--- config.mk ---
export PLATFORM = sky130hd
export DESIGN_NAME = msc_ctrl
export DESIGN_NICKNAME = d
export VERILOG_FILES = /design/src/hdl/msc_pkg.sv /design/src/hdl/msc_flags.sv /design/src/hdl/msc_ctrl.sv
export SDC_FILE = /design/constraint.sdc
export NUM_CORES = 1
export LEC_CHECK = 0
export ABC_AREA = 1
export BUFFER_PORTS_ARGS = -buffer_cell sky130_fd_sc_hd__buf_2
export CORE_UTILIZATION = 35
export DETAILED_ROUTE_END_ITERATION = 12
export GPL_TIMING_DRIVEN = 0
export PLACE_DENSITY_LB_ADDON = 0.2
export SLEW_MARGIN = 10
export SYNTH_ARGS = -nofsm -noshare
export SYNTH_HDL_FRONTEND = slang
export SYNTH_SLANG_ARGS = --single-unit
--- constraint.sdc ---
create_clock -name mclk -period 4.55 [get_ports mclk]
set_clock_uncertainty 0.2 [all_clocks]
set_input_delay 0.91 -clock mclk [delete_from_list [all_inputs] [get_ports mclk]]
set_output_delay 0.91 -clock mclk [all_outputs]
set_load 0.03 [all_outputs]
--- src/hdl/msc_pkg.sv ---
package msc_pkg;

  localparam int NUM_VPA = 3;
  localparam int FLAG_W  = 32;

  // bit positions in the completion flags word
  localparam int FLAG_NONHARM_LSB = 0;
  localparam int FLAG_MOTOR       = 3;
  localparam int FLAG_HARM_LSB    = 8;
  localparam int FLAG_SPECTRUM    = 16;

  // values after reset
  localparam logic [FLAG_W-1:0] FLAGS_RST = 32'h0000_0000;
  localparam logic              HOLD_RST  = 1'h0;

  // largest accepted parameter per set or run command
  localparam logic [2:0] HOLD_MAX  = 3'h1;
  localparam logic [2:0] ACCUMULATION_STATE_QUERY_MAX = 3'h1;
  localparam logic [2:0] SCOPE_MAX = 3'h2;
  localparam logic [2:0] STBY_MAX  = 3'h1;

  // integration query code while frozen by hold
  localparam logic [1:0] ACCUMULATION_STATE_QUERY_HELD_CODE = 2'h2;

  typedef enum logic [3:0] {
    CMD_HOLD_SET   = 4'h0,
    CMD_HOLD_Q     = 4'h1,
    CMD_ACCUM_RUN  = 4'h2,
    CMD_ACCUM_Q    = 4'h3,
    CMD_FLAGS_Q    = 4'h4,
    CMD_SCOPE_SET  = 4'h5,
    CMD_SCOPE_Q    = 4'h6,
    CMD_STBY_RUN   = 4'h7,
    CMD_STBY_Q     = 4'h8,
    CMD_CFG_COMMIT = 4'h9
  } msc_cmd_code_t;

  // codes equal the values returned by the queries
  typedef enum logic [1:0] {
    INT_STOP = 2'h0,
    INT_WAIT = 2'h1,
    INT_RUN  = 2'h3
  } msc_accumulation_state_query_t;

  typedef enum logic [2:0] {
    SCP_STOP_EMPTY = 3'h0,
    SCP_STOP_DATA  = 3'h1,
    SCP_SINGLE     = 3'h2,
    SCP_CONT_EMPTY = 3'h3,
    SCP_CONT_DATA  = 3'h4
  } msc_scope_t;

  typedef enum logic [2:0] {
    STB_NEVER     = 3'h0,
    STB_OP_STOP   = 3'h1,
    STB_DONE      = 3'h2,
    STB_WAIT_TRIG = 3'h3,
    STB_MIN_RUN   = 3'h4,
    STB_MIN_EXT   = 3'h5,
    STB_COLLECT   = 3'h6
  } msc_stby_t;

  typedef struct packed {
    msc_cmd_code_t code;
    logic [1:0]    analyzer;  // analyzer selector field, 1..3
    logic [2:0]    param;
  } msc_cmd_t;

  typedef struct packed {
    logic [FLAG_W-1:0] data;
    logic              error;
  } msc_rsp_t;

  typedef struct packed {
    logic [NUM_VPA-1:0] nonHarmDone;
    logic               motorDone;
    logic [NUM_VPA-1:0] harmDone;
    logic               spectrumDone;
  } msc_evt_t;

endpackage

--- src/hdl/msc_flags.sv ---
`timescale 1ns/100ps
`default_nettype none
module msc_flags #(
  parameter int WIDTH = 32
) (
  input  wire logic             mclk,
  input  wire logic             rst,
  input  wire logic [WIDTH-1:0] setBits,
  input  wire logic             clrStb,
  output var  logic [WIDTH-1:0] flags_r
);
  import msc_pkg::*;

  logic [WIDTH-1:0] flags_nxt;

  // set wins over clear, so an event landing on the read is kept
  always_comb begin
    flags_nxt = (flags_r & ~{WIDTH{clrStb}}) | setBits;
  end

  always_ff @(posedge mclk or posedge rst) begin
    if (rst) begin
      flags_r <= WIDTH'(FLAGS_RST);
    end else begin
      flags_r <= flags_nxt;
    end
  end
endmodule
`default_nettype wire

--- src/hdl/msc_ctrl.sv ---
`timescale 1ns/100ps
`default_nettype none
module msc_ctrl (
  input  wire logic                       mclk,
  input  wire logic                       rst,
  input  wire logic                       cmdValid,
  input  wire msc_pkg::msc_cmd_t          cmd,
  output logic                            rspValid,
  output msc_pkg::msc_rsp_t               rsp,
  input  wire logic [msc_pkg::NUM_VPA-1:0] analyzerAvail,
  input  wire msc_pkg::msc_evt_t          evt,
  input  wire logic                       integDelayUsed,
  input  wire logic                       integDelayDone,
  input  wire logic                       scopeCaptured,
  input  wire logic [msc_pkg::NUM_VPA-1:0] stbyStartDetect,
  input  wire logic [msc_pkg::NUM_VPA-1:0] stbyTriggered,
  input  wire logic [msc_pkg::NUM_VPA-1:0] stbyMinElapsed,
  input  wire logic [msc_pkg::NUM_VPA-1:0] stbyFinished,
  output logic                            holdActive,
  output logic                            integUpdating,
  output logic                            integClear,
  output logic                            integDelayStart,
  output logic                            scopeRun,
  output logic                            scopeContinuous,
  output logic                            scopeClear,
  output logic [msc_pkg::NUM_VPA-1:0]      stbyRunning,
  output logic [msc_pkg::NUM_VPA-1:0]      stbyClear
);
  import msc_pkg::*;

  logic                hold_r,          hold_nxt;
  msc_accumulation_state_query_t          accumulation_state_query_r,         accumulation_state_query_nxt;
  msc_scope_t          scope_r,         scope_nxt;
  msc_stby_t           stby_r [NUM_VPA];
  msc_stby_t           stby_nxt [NUM_VPA];
  logic                rspValid_r,      rspValid_nxt;
  msc_rsp_t            rsp_r,           rsp_nxt;
  logic                integClear_r,    integClear_nxt;
  logic                integDly_r,      integDly_nxt;
  logic                scopeClear_r,    scopeClear_nxt;
  logic [NUM_VPA-1:0]  stbyClear_r,     stbyClear_nxt;
  logic                flagsClr;
  logic [FLAG_W-1:0]   flagSet;
  logic [FLAG_W-1:0]   flagWord;
  logic [1:0]          vIdx;

  // selector 0 and unfitted analyzers both count as unavailable
  function automatic logic analyzerOk(input logic [1:0] sel,
                                      input logic [NUM_VPA-1:0] avail);
    logic ok;
    ok = 1'b0;
    if (sel != 2'h0 && 32'(sel) <= NUM_VPA) begin
      ok = avail[sel - 2'h1];
    end
    return ok;
  endfunction

  function automatic logic stbyHasData(input msc_stby_t s);
    return (s == STB_MIN_RUN) || (s == STB_MIN_EXT) || (s == STB_COLLECT);
  endfunction

  always_comb begin
    flagSet = '0;
    flagSet[FLAG_NONHARM_LSB +: NUM_VPA] = evt.nonHarmDone;
    flagSet[FLAG_MOTOR]                  = evt.motorDone;
    flagSet[FLAG_HARM_LSB +: NUM_VPA]    = evt.harmDone;
    flagSet[FLAG_SPECTRUM]               = evt.spectrumDone;
  end

  msc_flags #(
    .WIDTH   (FLAG_W)
  ) u_flags (
    .mclk    (mclk),
    .rst     (rst),
    .setBits (flagSet),
    .clrStb  (flagsClr),
    .flags_r (flagWord)
  );

  always_comb begin
    hold_nxt       = hold_r;
    accumulation_state_query_nxt      = accumulation_state_query_r;
    scope_nxt      = scope_r;
    stby_nxt       = stby_r;
    rspValid_nxt   = 1'b0;
    rsp_nxt        = '0;
    integClear_nxt = 1'b0;
    integDly_nxt   = 1'b0;
    scopeClear_nxt = 1'b0;
    stbyClear_nxt  = '0;
    flagsClr       = 1'b0;
    vIdx           = cmd.analyzer - 2'h1;

    // engine progress first; a command in the same cycle overrides it
    if (accumulation_state_query_r == INT_WAIT && integDelayDone) begin
      accumulation_state_query_nxt = INT_RUN;
    end
    if (scopeCaptured) begin
      if (scope_r == SCP_SINGLE) begin
        scope_nxt = SCP_STOP_DATA;
      end else if (scope_r == SCP_CONT_EMPTY) begin
        scope_nxt = SCP_CONT_DATA;
      end
    end
    for (int i = 0; i < NUM_VPA; i++) begin
      if (stby_r[i] == STB_WAIT_TRIG && stbyTriggered[i]) begin
        stby_nxt[i] = STB_COLLECT;
      end else if (stby_r[i] == STB_MIN_RUN && stbyMinElapsed[i]) begin
        stby_nxt[i] = STB_MIN_EXT;
      end else if ((stby_r[i] == STB_MIN_EXT || stby_r[i] == STB_COLLECT) && stbyFinished[i]) begin
        stby_nxt[i] = STB_DONE;
      end
    end

    if (cmdValid) begin
      rspValid_nxt = 1'b1;
      unique case (cmd.code)
        CMD_HOLD_SET: begin
          if (cmd.param > HOLD_MAX) begin
            rsp_nxt.error = 1'b1;
          end else begin
            hold_nxt = cmd.param[0];
          end
        end
        CMD_HOLD_Q: begin
          rsp_nxt.data = FLAG_W'(hold_r);
        end
        CMD_ACCUM_RUN: begin
          if (cmd.param > ACCUMULATION_STATE_QUERY_MAX) begin
            rsp_nxt.error = 1'b1;
          end else if (cmd.param[0]) begin
            integClear_nxt = 1'b1;
            integDly_nxt   = integDelayUsed;
            accumulation_state_query_nxt      = integDelayUsed ? INT_WAIT : INT_RUN;
          end else begin
            accumulation_state_query_nxt = INT_STOP;
          end
        end
        CMD_ACCUM_Q: begin
          if (hold_r && accumulation_state_query_r != INT_STOP) begin
            rsp_nxt.data = FLAG_W'(ACCUMULATION_STATE_QUERY_HELD_CODE);
          end else begin
            rsp_nxt.data = FLAG_W'(accumulation_state_query_r);
          end
        end
        CMD_FLAGS_Q: begin
          rsp_nxt.data = flagWord;
          flagsClr     = 1'b1;
        end
        CMD_SCOPE_SET: begin
          if (cmd.param > SCOPE_MAX) begin
            rsp_nxt.error = 1'b1;
          end else if (cmd.param == 3'h0) begin
            if (scope_r == SCP_CONT_DATA) begin
              scope_nxt = SCP_STOP_DATA;
            end else if (scope_r != SCP_STOP_DATA) begin
              scope_nxt = SCP_STOP_EMPTY;
            end
          end else begin
            scopeClear_nxt = 1'b1;
            scope_nxt = (cmd.param == 3'h1) ? SCP_SINGLE : SCP_CONT_EMPTY;
          end
        end
        CMD_SCOPE_Q: begin
          rsp_nxt.data = FLAG_W'(scope_r);
        end
        CMD_STBY_RUN: begin
          if (!analyzerOk(cmd.analyzer, analyzerAvail)) begin
            rsp_nxt.error = 1'b1;
          end else if (cmd.param > STBY_MAX) begin
            rsp_nxt.error = 1'b1;
          end else if (cmd.param[0]) begin
            stbyClear_nxt[vIdx] = 1'b1;
            stby_nxt[vIdx] = stbyStartDetect[vIdx] ? STB_WAIT_TRIG : STB_MIN_RUN;
          end else if (stbyHasData(stby_r[vIdx])) begin
            stby_nxt[vIdx] = STB_OP_STOP;
          end else if (stby_r[vIdx] == STB_WAIT_TRIG) begin
            // stopped before any data: nothing to report
            stby_nxt[vIdx] = STB_NEVER;
          end
        end
        CMD_STBY_Q: begin
          if (!analyzerOk(cmd.analyzer, analyzerAvail)) begin
            rsp_nxt.error = 1'b1;
          end else begin
            rsp_nxt.data = FLAG_W'(stby_r[vIdx]);
          end
        end
        CMD_CFG_COMMIT: begin
          flagsClr = 1'b1;
        end
        default: begin
          rsp_nxt.error = 1'b1;
        end
      endcase
    end
  end

  always_ff @(posedge mclk or posedge rst) begin
    if (rst) begin
      hold_r       <= HOLD_RST;
      accumulation_state_query_r      <= INT_STOP;
      scope_r      <= SCP_STOP_EMPTY;
      stby_r       <= '{default: STB_NEVER};
      rspValid_r   <= 1'b0;
      rsp_r        <= '0;
      integClear_r <= 1'b0;
      integDly_r   <= 1'b0;
      scopeClear_r <= 1'b0;
      stbyClear_r  <= '0;
    end else begin
      hold_r       <= hold_nxt;
      accumulation_state_query_r      <= accumulation_state_query_nxt;
      scope_r      <= scope_nxt;
      stby_r       <= stby_nxt;
      rspValid_r   <= rspValid_nxt;
      rsp_r        <= rsp_nxt;
      integClear_r <= integClear_nxt;
      integDly_r   <= integDly_nxt;
      scopeClear_r <= scopeClear_nxt;
      stbyClear_r  <= stbyClear_nxt;
    end
  end

  // hold freezes accumulation without losing its run state
  assign rspValid        = rspValid_r;
  assign rsp             = rsp_r;
  assign holdActive      = hold_r;
  assign integUpdating   = (accumulation_state_query_r == INT_RUN) && !hold_r;
  assign integClear      = integClear_r;
  assign integDelayStart = integDly_r;
  assign scopeRun        = (scope_r == SCP_SINGLE) || (scope_r == SCP_CONT_EMPTY)
                           || (scope_r == SCP_CONT_DATA);
  assign scopeContinuous = (scope_r == SCP_CONT_EMPTY) || (scope_r == SCP_CONT_DATA);
  assign scopeClear      = scopeClear_r;
  assign stbyClear       = stbyClear_r;

  generate
    for (genvar g = 0; g < NUM_VPA; g++) begin : g_stby
      assign stbyRunning[g] = (stby_r[g] == STB_WAIT_TRIG) || stbyHasData(stby_r[g]);
    end
  endgenerate
endmodule
`default_nettype wire

==> key figures, run 1 <==
Run status
  • Result of the run: complete, no violations

Pwr
  • Leakage power: 2.61 nW
  • Total power of the final layout: 1.79 mW
  • PwrDens: roughly 380 nW/um^2
  • Worst vdd ir: ~0.27 mV

GRT
  • GR Overflow Total: 0
  • Number of antenna violations at the first check in global routing: 0
  • GRT Overall Usage: approximately 15%
  • Maximum number of pins on one net before global-route repair: 53
  • Global-route wire length before repair: around 14 mm
  • Vias in the first global route: 2947

Timing
  • Slew Viols, Final: 0
  • Achievable frequency: 0.385 GHz
  • Smallest hold slack: 0.293 ns
  • Crit path time final: about 2.6 ns
  • Unrepaired setup endpoints after global routing: false
  • Least-Margin Pin Slew: between 0.4 and 0.5 ns
  • Number of endpoints with negative hold slack in the final report: 0
  • Normalized max-slew margin: between 60% and 70%
  • Final Cycle Share: ~57%
  • Setup TNS: 0 ns
  • Setup-failing EPs final: 0

Synth
  • EDFF count, synth: 0
  • Sequential element share of the synthesized area: between 50% and 60%
  • Synth Area in Simple Gates: between 20% and 30%
  • Average size of a mapped cell: a little under 9 um^2
  • Number of warnings printed during yosys synthesis: 0
  • Xor and xnor area share after synthesis: less than 1%
  • Post-synthesis instance total: around 450
  • Synth Net Count: 487
  • Cell with the most instances after synthesis: dfrtp_1
  • Combinational family with the most area after synthesis: simple AND/OR/NAND/NOR gates
  • Adder-cell area share of the yosys netlist: under 10%
  • Synth unique cells: 37
  • Share of the synthesized area in the top cell type: a little under three fifths
  • Synth cell count leaders: dfrtp_1 (87), nand2_1 (76), inv_1 (75)
  • Largest cells by area after synthesis: dfrtp_1 (56%), nand2_1 (7.3%), inv_1 (7.2%)
  • Seq cells post-synth: 87
  • Mux cell area share after synthesis: 0.256%
  • Syn Std Cell Area: approximately 3900 um^2
  • Async S/R FF share, synth: 100%
  • Most area-hungry cell type in the Yosys netlist: dfrtp_1
  • Commonest register cell after synthesis: dfrtp_1
  • Synth Area in Compound Gates: between 6 and 7%

Hold path
  • Min-Delay Path Depth: 2
  • Hold Crit Class: flop to flop

Drt
  • Routed wire length: between 8 and 9 mm
  • Average routed wire per standard cell: approximately 12 um
  • Routed length on met2: between 3 and 4 mm
  • Pre-antenna DRT Iters: 4
  • Via count: between 3000 and 4000
  • Vias per inst: around 4.5
  • DRT iter0 DRCs: 104
  • Routed length on met3: between 300 and 400 um
  • Antenna-violating nets left: 0
  • Routed met1 length: 4.00 mm
  • Number of design rule violations left after detail routing: 0
  • Top routing layer in use: met4

Critical path
  • FF-to-FF path depth: 8
  • Highest-delay cell along the critical path: ha_1
  • Largest incremental delay on the critical path: just under 0.4 ns
  • WS Path Type: input port to flop
  • Cell-by-cell listing of the critical path: buf_2 > inv_2 > ha_1 > inv_1 > nand2_2 > inv_2 > nand2_2 > nand2_2 > nand4_2 > a21oi_1 > nand2_1 > nand2_1 > nand2_1
  • Endpoint arrival time on the critical path: approximately 2.7 ns
  • Required arrival time at the worst endpoint: 4.60 ns
  • Crit path launch type: input port
  • Crit-path max FO: 9
  • Crit path capture type: flop

Layout
  • Area growth syn-to-layout: 20.9%
  • Combined area of the multi-input logic cells: between 1000 and 1500 um^2
  • Antenna diodes: 0
  • Layout filler cell count: about 1100
  • Post-layout net count: about 600
  • Final core occ: 43.6%
  • Share of layout cells above drive strength 1: roughly a quarter
  • Flip-flop and latch area: 2180 um^2

Place
  • Final GP Congestion: 0.845
  • Detailed-placement wirelength estimate: about 6.1 mm
  • IO Port Bufs: 84

Floorplan
  • Chip width: between 100 and 150 um
  • Core Rows: 38
  • Die Outline Area: 11600 um^2
  • Vertical extent of the die: between 100 and 150 um
  • Core region area: between 10000 and 15000 um^2
  • Effective utilization at floorplan: 36.1%
  • Number of ports placed on the die boundary: 85

Clock network
  • Register clock-pin slew on the reported worst setup and hold paths: 0.10 ns
  • Number of buffers added to fix hold violations after cts: 0
  • Clock tree root buffer cell: clkbuf_8
  • Number of clock sinks: 87
  • Clock tree from TritonCTS: done
  • Total number of H-tree levels: 3
  • Clock latency of the later-clocked register in the worst-skew pair: roughly 0.36 ns
  • TritonCTS buffer count: 9
  • Clk buf depth: 2
  • Post-CTS Setup Bufs: 0
  • Count of instances resized after the clock tree is built: 0

Job
  • Max-cap violation count: 0
## metrics by stage
step	setup WS [ns]	instances	cell area, um^2
after CTS	1.99	686	4730
final	1.96	686	4730
after global placement	0.161	669	4500
after detailed placement	1.58	670	4530
after floorplan	1.19	445	3910
after global routing	1.85	686	4730
## worst max-delay path: cells and delay by family
family	cells	cell delay, ns
buf+inv	4	0.50
compound gates	1	0.18
simple gates	7	0.66
fa+ha+maj	1	0.39
## layout by cell type, fill, tap and decap left out, types with 2 or more instances in the layout
master,netlist,final
dfrtp_1,87,87
buf_2,2,86
nand2_1,76,76
inv_1,75,74
nor2_1,71,71
nand3_1,28,28
a21oi_1,14,14
nand4_1,13,13
o21ai_0,12,12
nand2_2,9,9
nor3_1,9,9
clkbuf_8,0,9
o21bai_1,8,8
inv_2,5,5
ha_1,4,4
nor2_4,3,3
buf_6,3,3
xor2_1,3,3
inv_6,0,3
inv_8,0,3
nand3_2,2,2
a31oi_1,2,2
and3_1,2,2
## area by class of cell
class,count,share of cell area (%)
Sequential cell,87,46.1
Timing Repair Buffer,85,9.48
Multi-Input combinational cell,271,29.1
Tap cell,140,3.71
Clock inverter,7,1.46
Buffer,6,1.09
Inverter,81,6.51
Clock buffer,9,2.62
## per-layer routing
metal | vias to the layer above | GRT usage, %
li1 | 1583 | -
met1 | 1428 | 20.7
met2 | 71 | 24.5
met3 | 7 | 3.87
met4 | 0 | 4.89
met5 | - | 0
## registers in the layout (all words and copies together) (netlist names)
| register | flops |
|---|---|
| accumulation_state_query_r | 2 |
| holdActive | 1 |
| integClear | 1 |
| integDelayStart | 1 |
| rsp | 33 |
| rspValid | 1 |
| scopeClear | 1 |
| scope_r | 3 |
| stbyClear | 3 |
| stby_r | 9 |
| u_flags.flags_r | 32 |
## report_power, final
group          switching (mW)  internal (mW)
logic                   0.260          0.124
registers              0.0495          0.828
clock network           0.315          0.217
## worst paths after layout
kind | from | endpoint | slack [ns]
min in group asynchronous | rst | rsp[25]$_DFF_PP0_ | 0.36
max | cmd[3] | stby_r[8]$_DFF_PP0_ | 1.96
max in group asynchronous | rst | rsp[19]$_DFF_PP0_ | 3.17
min | u_flags.flags_r[3]$_DFF_PP0_ | rsp[4]$_DFF_PP0_ | 0.29
max reg2reg | stby_r[2]$_DFF_PP0_ | stby_r[0]$_DFF_PP0_ | 2.88
min reg2reg | u_flags.flags_r[3]$_DFF_PP0_ | rsp[4]$_DFF_PP0_ | 0.29
## cell families (layout without fill, tap and decap cells)
logic type      count (synthesis)  after routing
xor+xnor                        3              3
buf+inv                        87            188
fa+ha+maj                       4              4
mux                             1              1
simple gates                  220            220
compound gates                 43             43
flops                          87             87
(Power assumes the default switching activity.)
==> inputs of run 2 (changes only) <==
Clock period 4.55 ns to 2.64 ns, I/O delays scaled along.
==> key figures, run 2 (synthesized netlist as in run 1, its figures left out) <==
Run status
  • Result of the run: complete, no violations

Clock network
  • Register clock-pin slew on the reported worst setup and hold paths: 0.09 ns
  • Clk buf depth: 2
  • TritonCTS buffer count: 9
  • Number of clock sinks: between 80 and 90
  • Clock tree root buffer cell: clkbuf_8
  • Total number of H-tree levels: 3
  • Count of instances resized after the clock tree is built: 0
  • Clock tree from TritonCTS: done
  • Clock latency of the later-clocked register in the worst-skew pair: ~0.36 ns

Drt
  • Via count: around 3100
  • Routed wire length: 8.24 mm
  • Pre-antenna DRT Iters: 4
  • Antenna-violating nets left: 0
  • Number of design rule violations left after detail routing: 0
  • DRT iter0 DRCs: around 130
  • Average routed wire per standard cell: about 12 um
  • Top routing layer in use: met4
  • Routed length on met2: about 3.8 mm
  • Vias per inst: 4.50
  • Routed met1 length: about 4 mm
  • Routed length on met3: 403 um

Layout
  • Antenna diodes: 0
  • Combined area of the multi-input logic cells: between 1000 and 1500 um^2
  • Commonest non-fill, non-tap cells in the layout: dfrtp_1 (87), buf_2 (86), nand2_1 (76), inv_1 (74), nor2_1 (71)
  • Flip-flop and latch area: about 2200 um^2
  • Area growth syn-to-layout: 22.1%
  • Post-layout net count: about 590
  • Share of layout cells above drive strength 1: around 25%
  • Flip-flop count of the largest register after layout: 33
  • Leading cell type in the layout, fill and taps excluded: dfrtp_1
  • Post-route cell area: around 4800 um^2
  • Layout filler cell count: 1092

Critical path
  • Highest-delay cell along the critical path: ha_1
  • Critical path capture point: stby_r[8]$_DFF_PP0_
  • Crit-path max FO: 9
  • WS Path Type: input port to flop
  • Largest incremental delay on the critical path: 0.39 ns
  • Required arrival time at the worst endpoint: about 2.7 ns
  • Cell-by-cell listing of the critical path: buf_2 > inv_2 > ha_1 > inv_1 > nand2_2 > inv_2 > nand2_2 > nand2_2 > nand4_2 > a21oi_1 > nand2_1 > nand2_1 > nand2_1
  • Worst Setup SP: cmd[3]
  • Slack of the worst reg-to-reg path: between 0.9 and 1 ns
  • Crit path capture type: flop
  • Reg2reg start: stby_r[2]$_DFF_PP0_
  • Endpoint arrival time on the critical path: between 2 and 2.5 ns
  • Crit path launch type: input port
  • Worst r2r dst: stby_r[2]$_DFF_PP0_
  • FF-to-FF path depth: 8

Floorplan
  • Chip width: 108 um
  • Core region area: 10800 um^2
  • Die Outline Area: ~12000 um^2
  • Vertical extent of the die: 108 um
  • Number of ports placed on the die boundary: 85
  • Effective utilization at floorplan: a little over a third
  • Core Rows: 38

Timing
  • Unrepaired setup endpoints after global routing: false
  • Crit path time final: around 2.2 ns
  • Setup TNS: 0 ns
  • Least-Margin Pin Slew: roughly 0.4 ns
  • Achievable frequency: approximately 0.46 GHz
  • Normalized max-slew margin: around 73%
  • Number of endpoints with negative hold slack in the final report: 0
  • Slew Viols, Final: 0
  • Final Cycle Share: 82.9%
  • Setup-failing EPs final: 0

Place
  • IO Port Bufs: 84
  • Area of placed instances: ~4500 um^2
  • Final GP Congestion: approximately 0.9
  • Detailed-placement wirelength estimate: slightly above 6 mm

GRT
  • Maximum number of pins on one net before global-route repair: 42
  • GRT Overall Usage: between 10% and 20%
  • Global-route wire length before repair: 14.2 mm
  • Number of antenna violations at the first check in global routing: 0
  • Vias in the first global route: between 2000 and 3000
  • GR Overflow Total: 0

Job
  • Max-cap violation count: 0

Pwr
  • Leakage power: around 2.6 nW
  • Worst vdd ir: approximately 0.44 mV
  • PwrDens: about 660 nW/um^2

Hold path
  • Hold Crit Class: input port to flop
run 2: cell count changes in the layout (fill, tap and decap cells not counted):
cell | before | now
buf_12 | 0 | 2
buf_16 | 1 | 0
bufinv_16 | 0 | 1
clkbuf_8 | 9 | 10
clkinvlp_4 | 0 | 2
dlygate4sd3_1 | 0 | 1
inv_4 | 1 | 0
inv_6 | 3 | 2
inv_8 | 3 | 1
run 2: final cells by class:
cell class / instances / share of cell area [%]
Clock buffer: 10 / 2.88
Clock inverter: 6 / 1.57
Tap cell: 140 / 3.67
Inverter: 81 / 6.48
Buffer: 6 / 1.08
Sequential cell: 87 / 45.6
Timing Repair Buffer: 87 / 9.86
Multi-Input combinational cell: 271 / 28.8
run 2: repair_timing:
| action | in CTS | in global routing |
|---|---|---|
| setup endpoints to repair | 0 | 0 |
| hold endpoints to repair | 13 | 0 |
| buffers inserted | 0 | 0 |
| hold buffers | 1 | 0 |
run 2: critical path, delay by kind of cell:
family | cells | cell delay [ns]
AOI/OAI and AO/OA | 1 | 0.18
adders and majority gates | 1 | 0.39
buffers and inverters | 4 | 0.49
and+or+nand+nor | 7 | 0.64
run 2: layer usage:
metal  track usage, %  vias up
met2             24.4       83
met5                0        -
li1                 -     1590
met1             21.5     1408
met4             5.68        0
met3             4.48       12
run 2: power by group:
part | switching [mW] | total (mW) | internal (mW)
Combinational | 0.447 | 0.663 | 0.216
Clock | 0.510 | 0.988 | 0.478
Sequential | 0.0876 | 1.51 | 1.43
run 2: worst min path at each step:
stage                             startpoint                 end  slack [ns]  depth (start not counted)
2_1_floorplan   u_flags.flags_r[3]$_DFF_PP0_    rsp[4]$_DFF_PP0_        0.26                          2
3_3_place_gp    u_flags.flags_r[8]$_DFF_PP0_    rsp[9]$_DFF_PP0_        0.27                          2
3_5_place_dp   u_flags.flags_r[31]$_DFF_PP0_   rsp[32]$_DFF_PP0_        0.28                          2
4_1_cts                             cmdValid  rspValid$_DFF_PP0_        0.12                          1
5_1_grt                             cmdValid  rspValid$_DFF_PP0_        0.12                          1
6_report                            cmdValid  rspValid$_DFF_PP0_        0.15                          1
run 2: metrics by stage:
step / power [mW] / setup slack (ns) / cells / hold WS [ns] / utilization, %
3_3_place_gp: 2.19 / 0.0900 / 669 / 0.270 / 41.6
2_1_floorplan: 2.01 / 0.573 / 445 / 0.260 / -
5_1_grt: 3.38 / 0.283 / 688 / 0.124 / 44.0
6_report: 3.17 / 0.452 / 688 / 0.146 / 44.0
3_5_place_dp: 2.20 / 0.0733 / 671 / 0.276 / 42.0
4_1_cts: 3.22 / 0.468 / 688 / 0.120 / 44.0
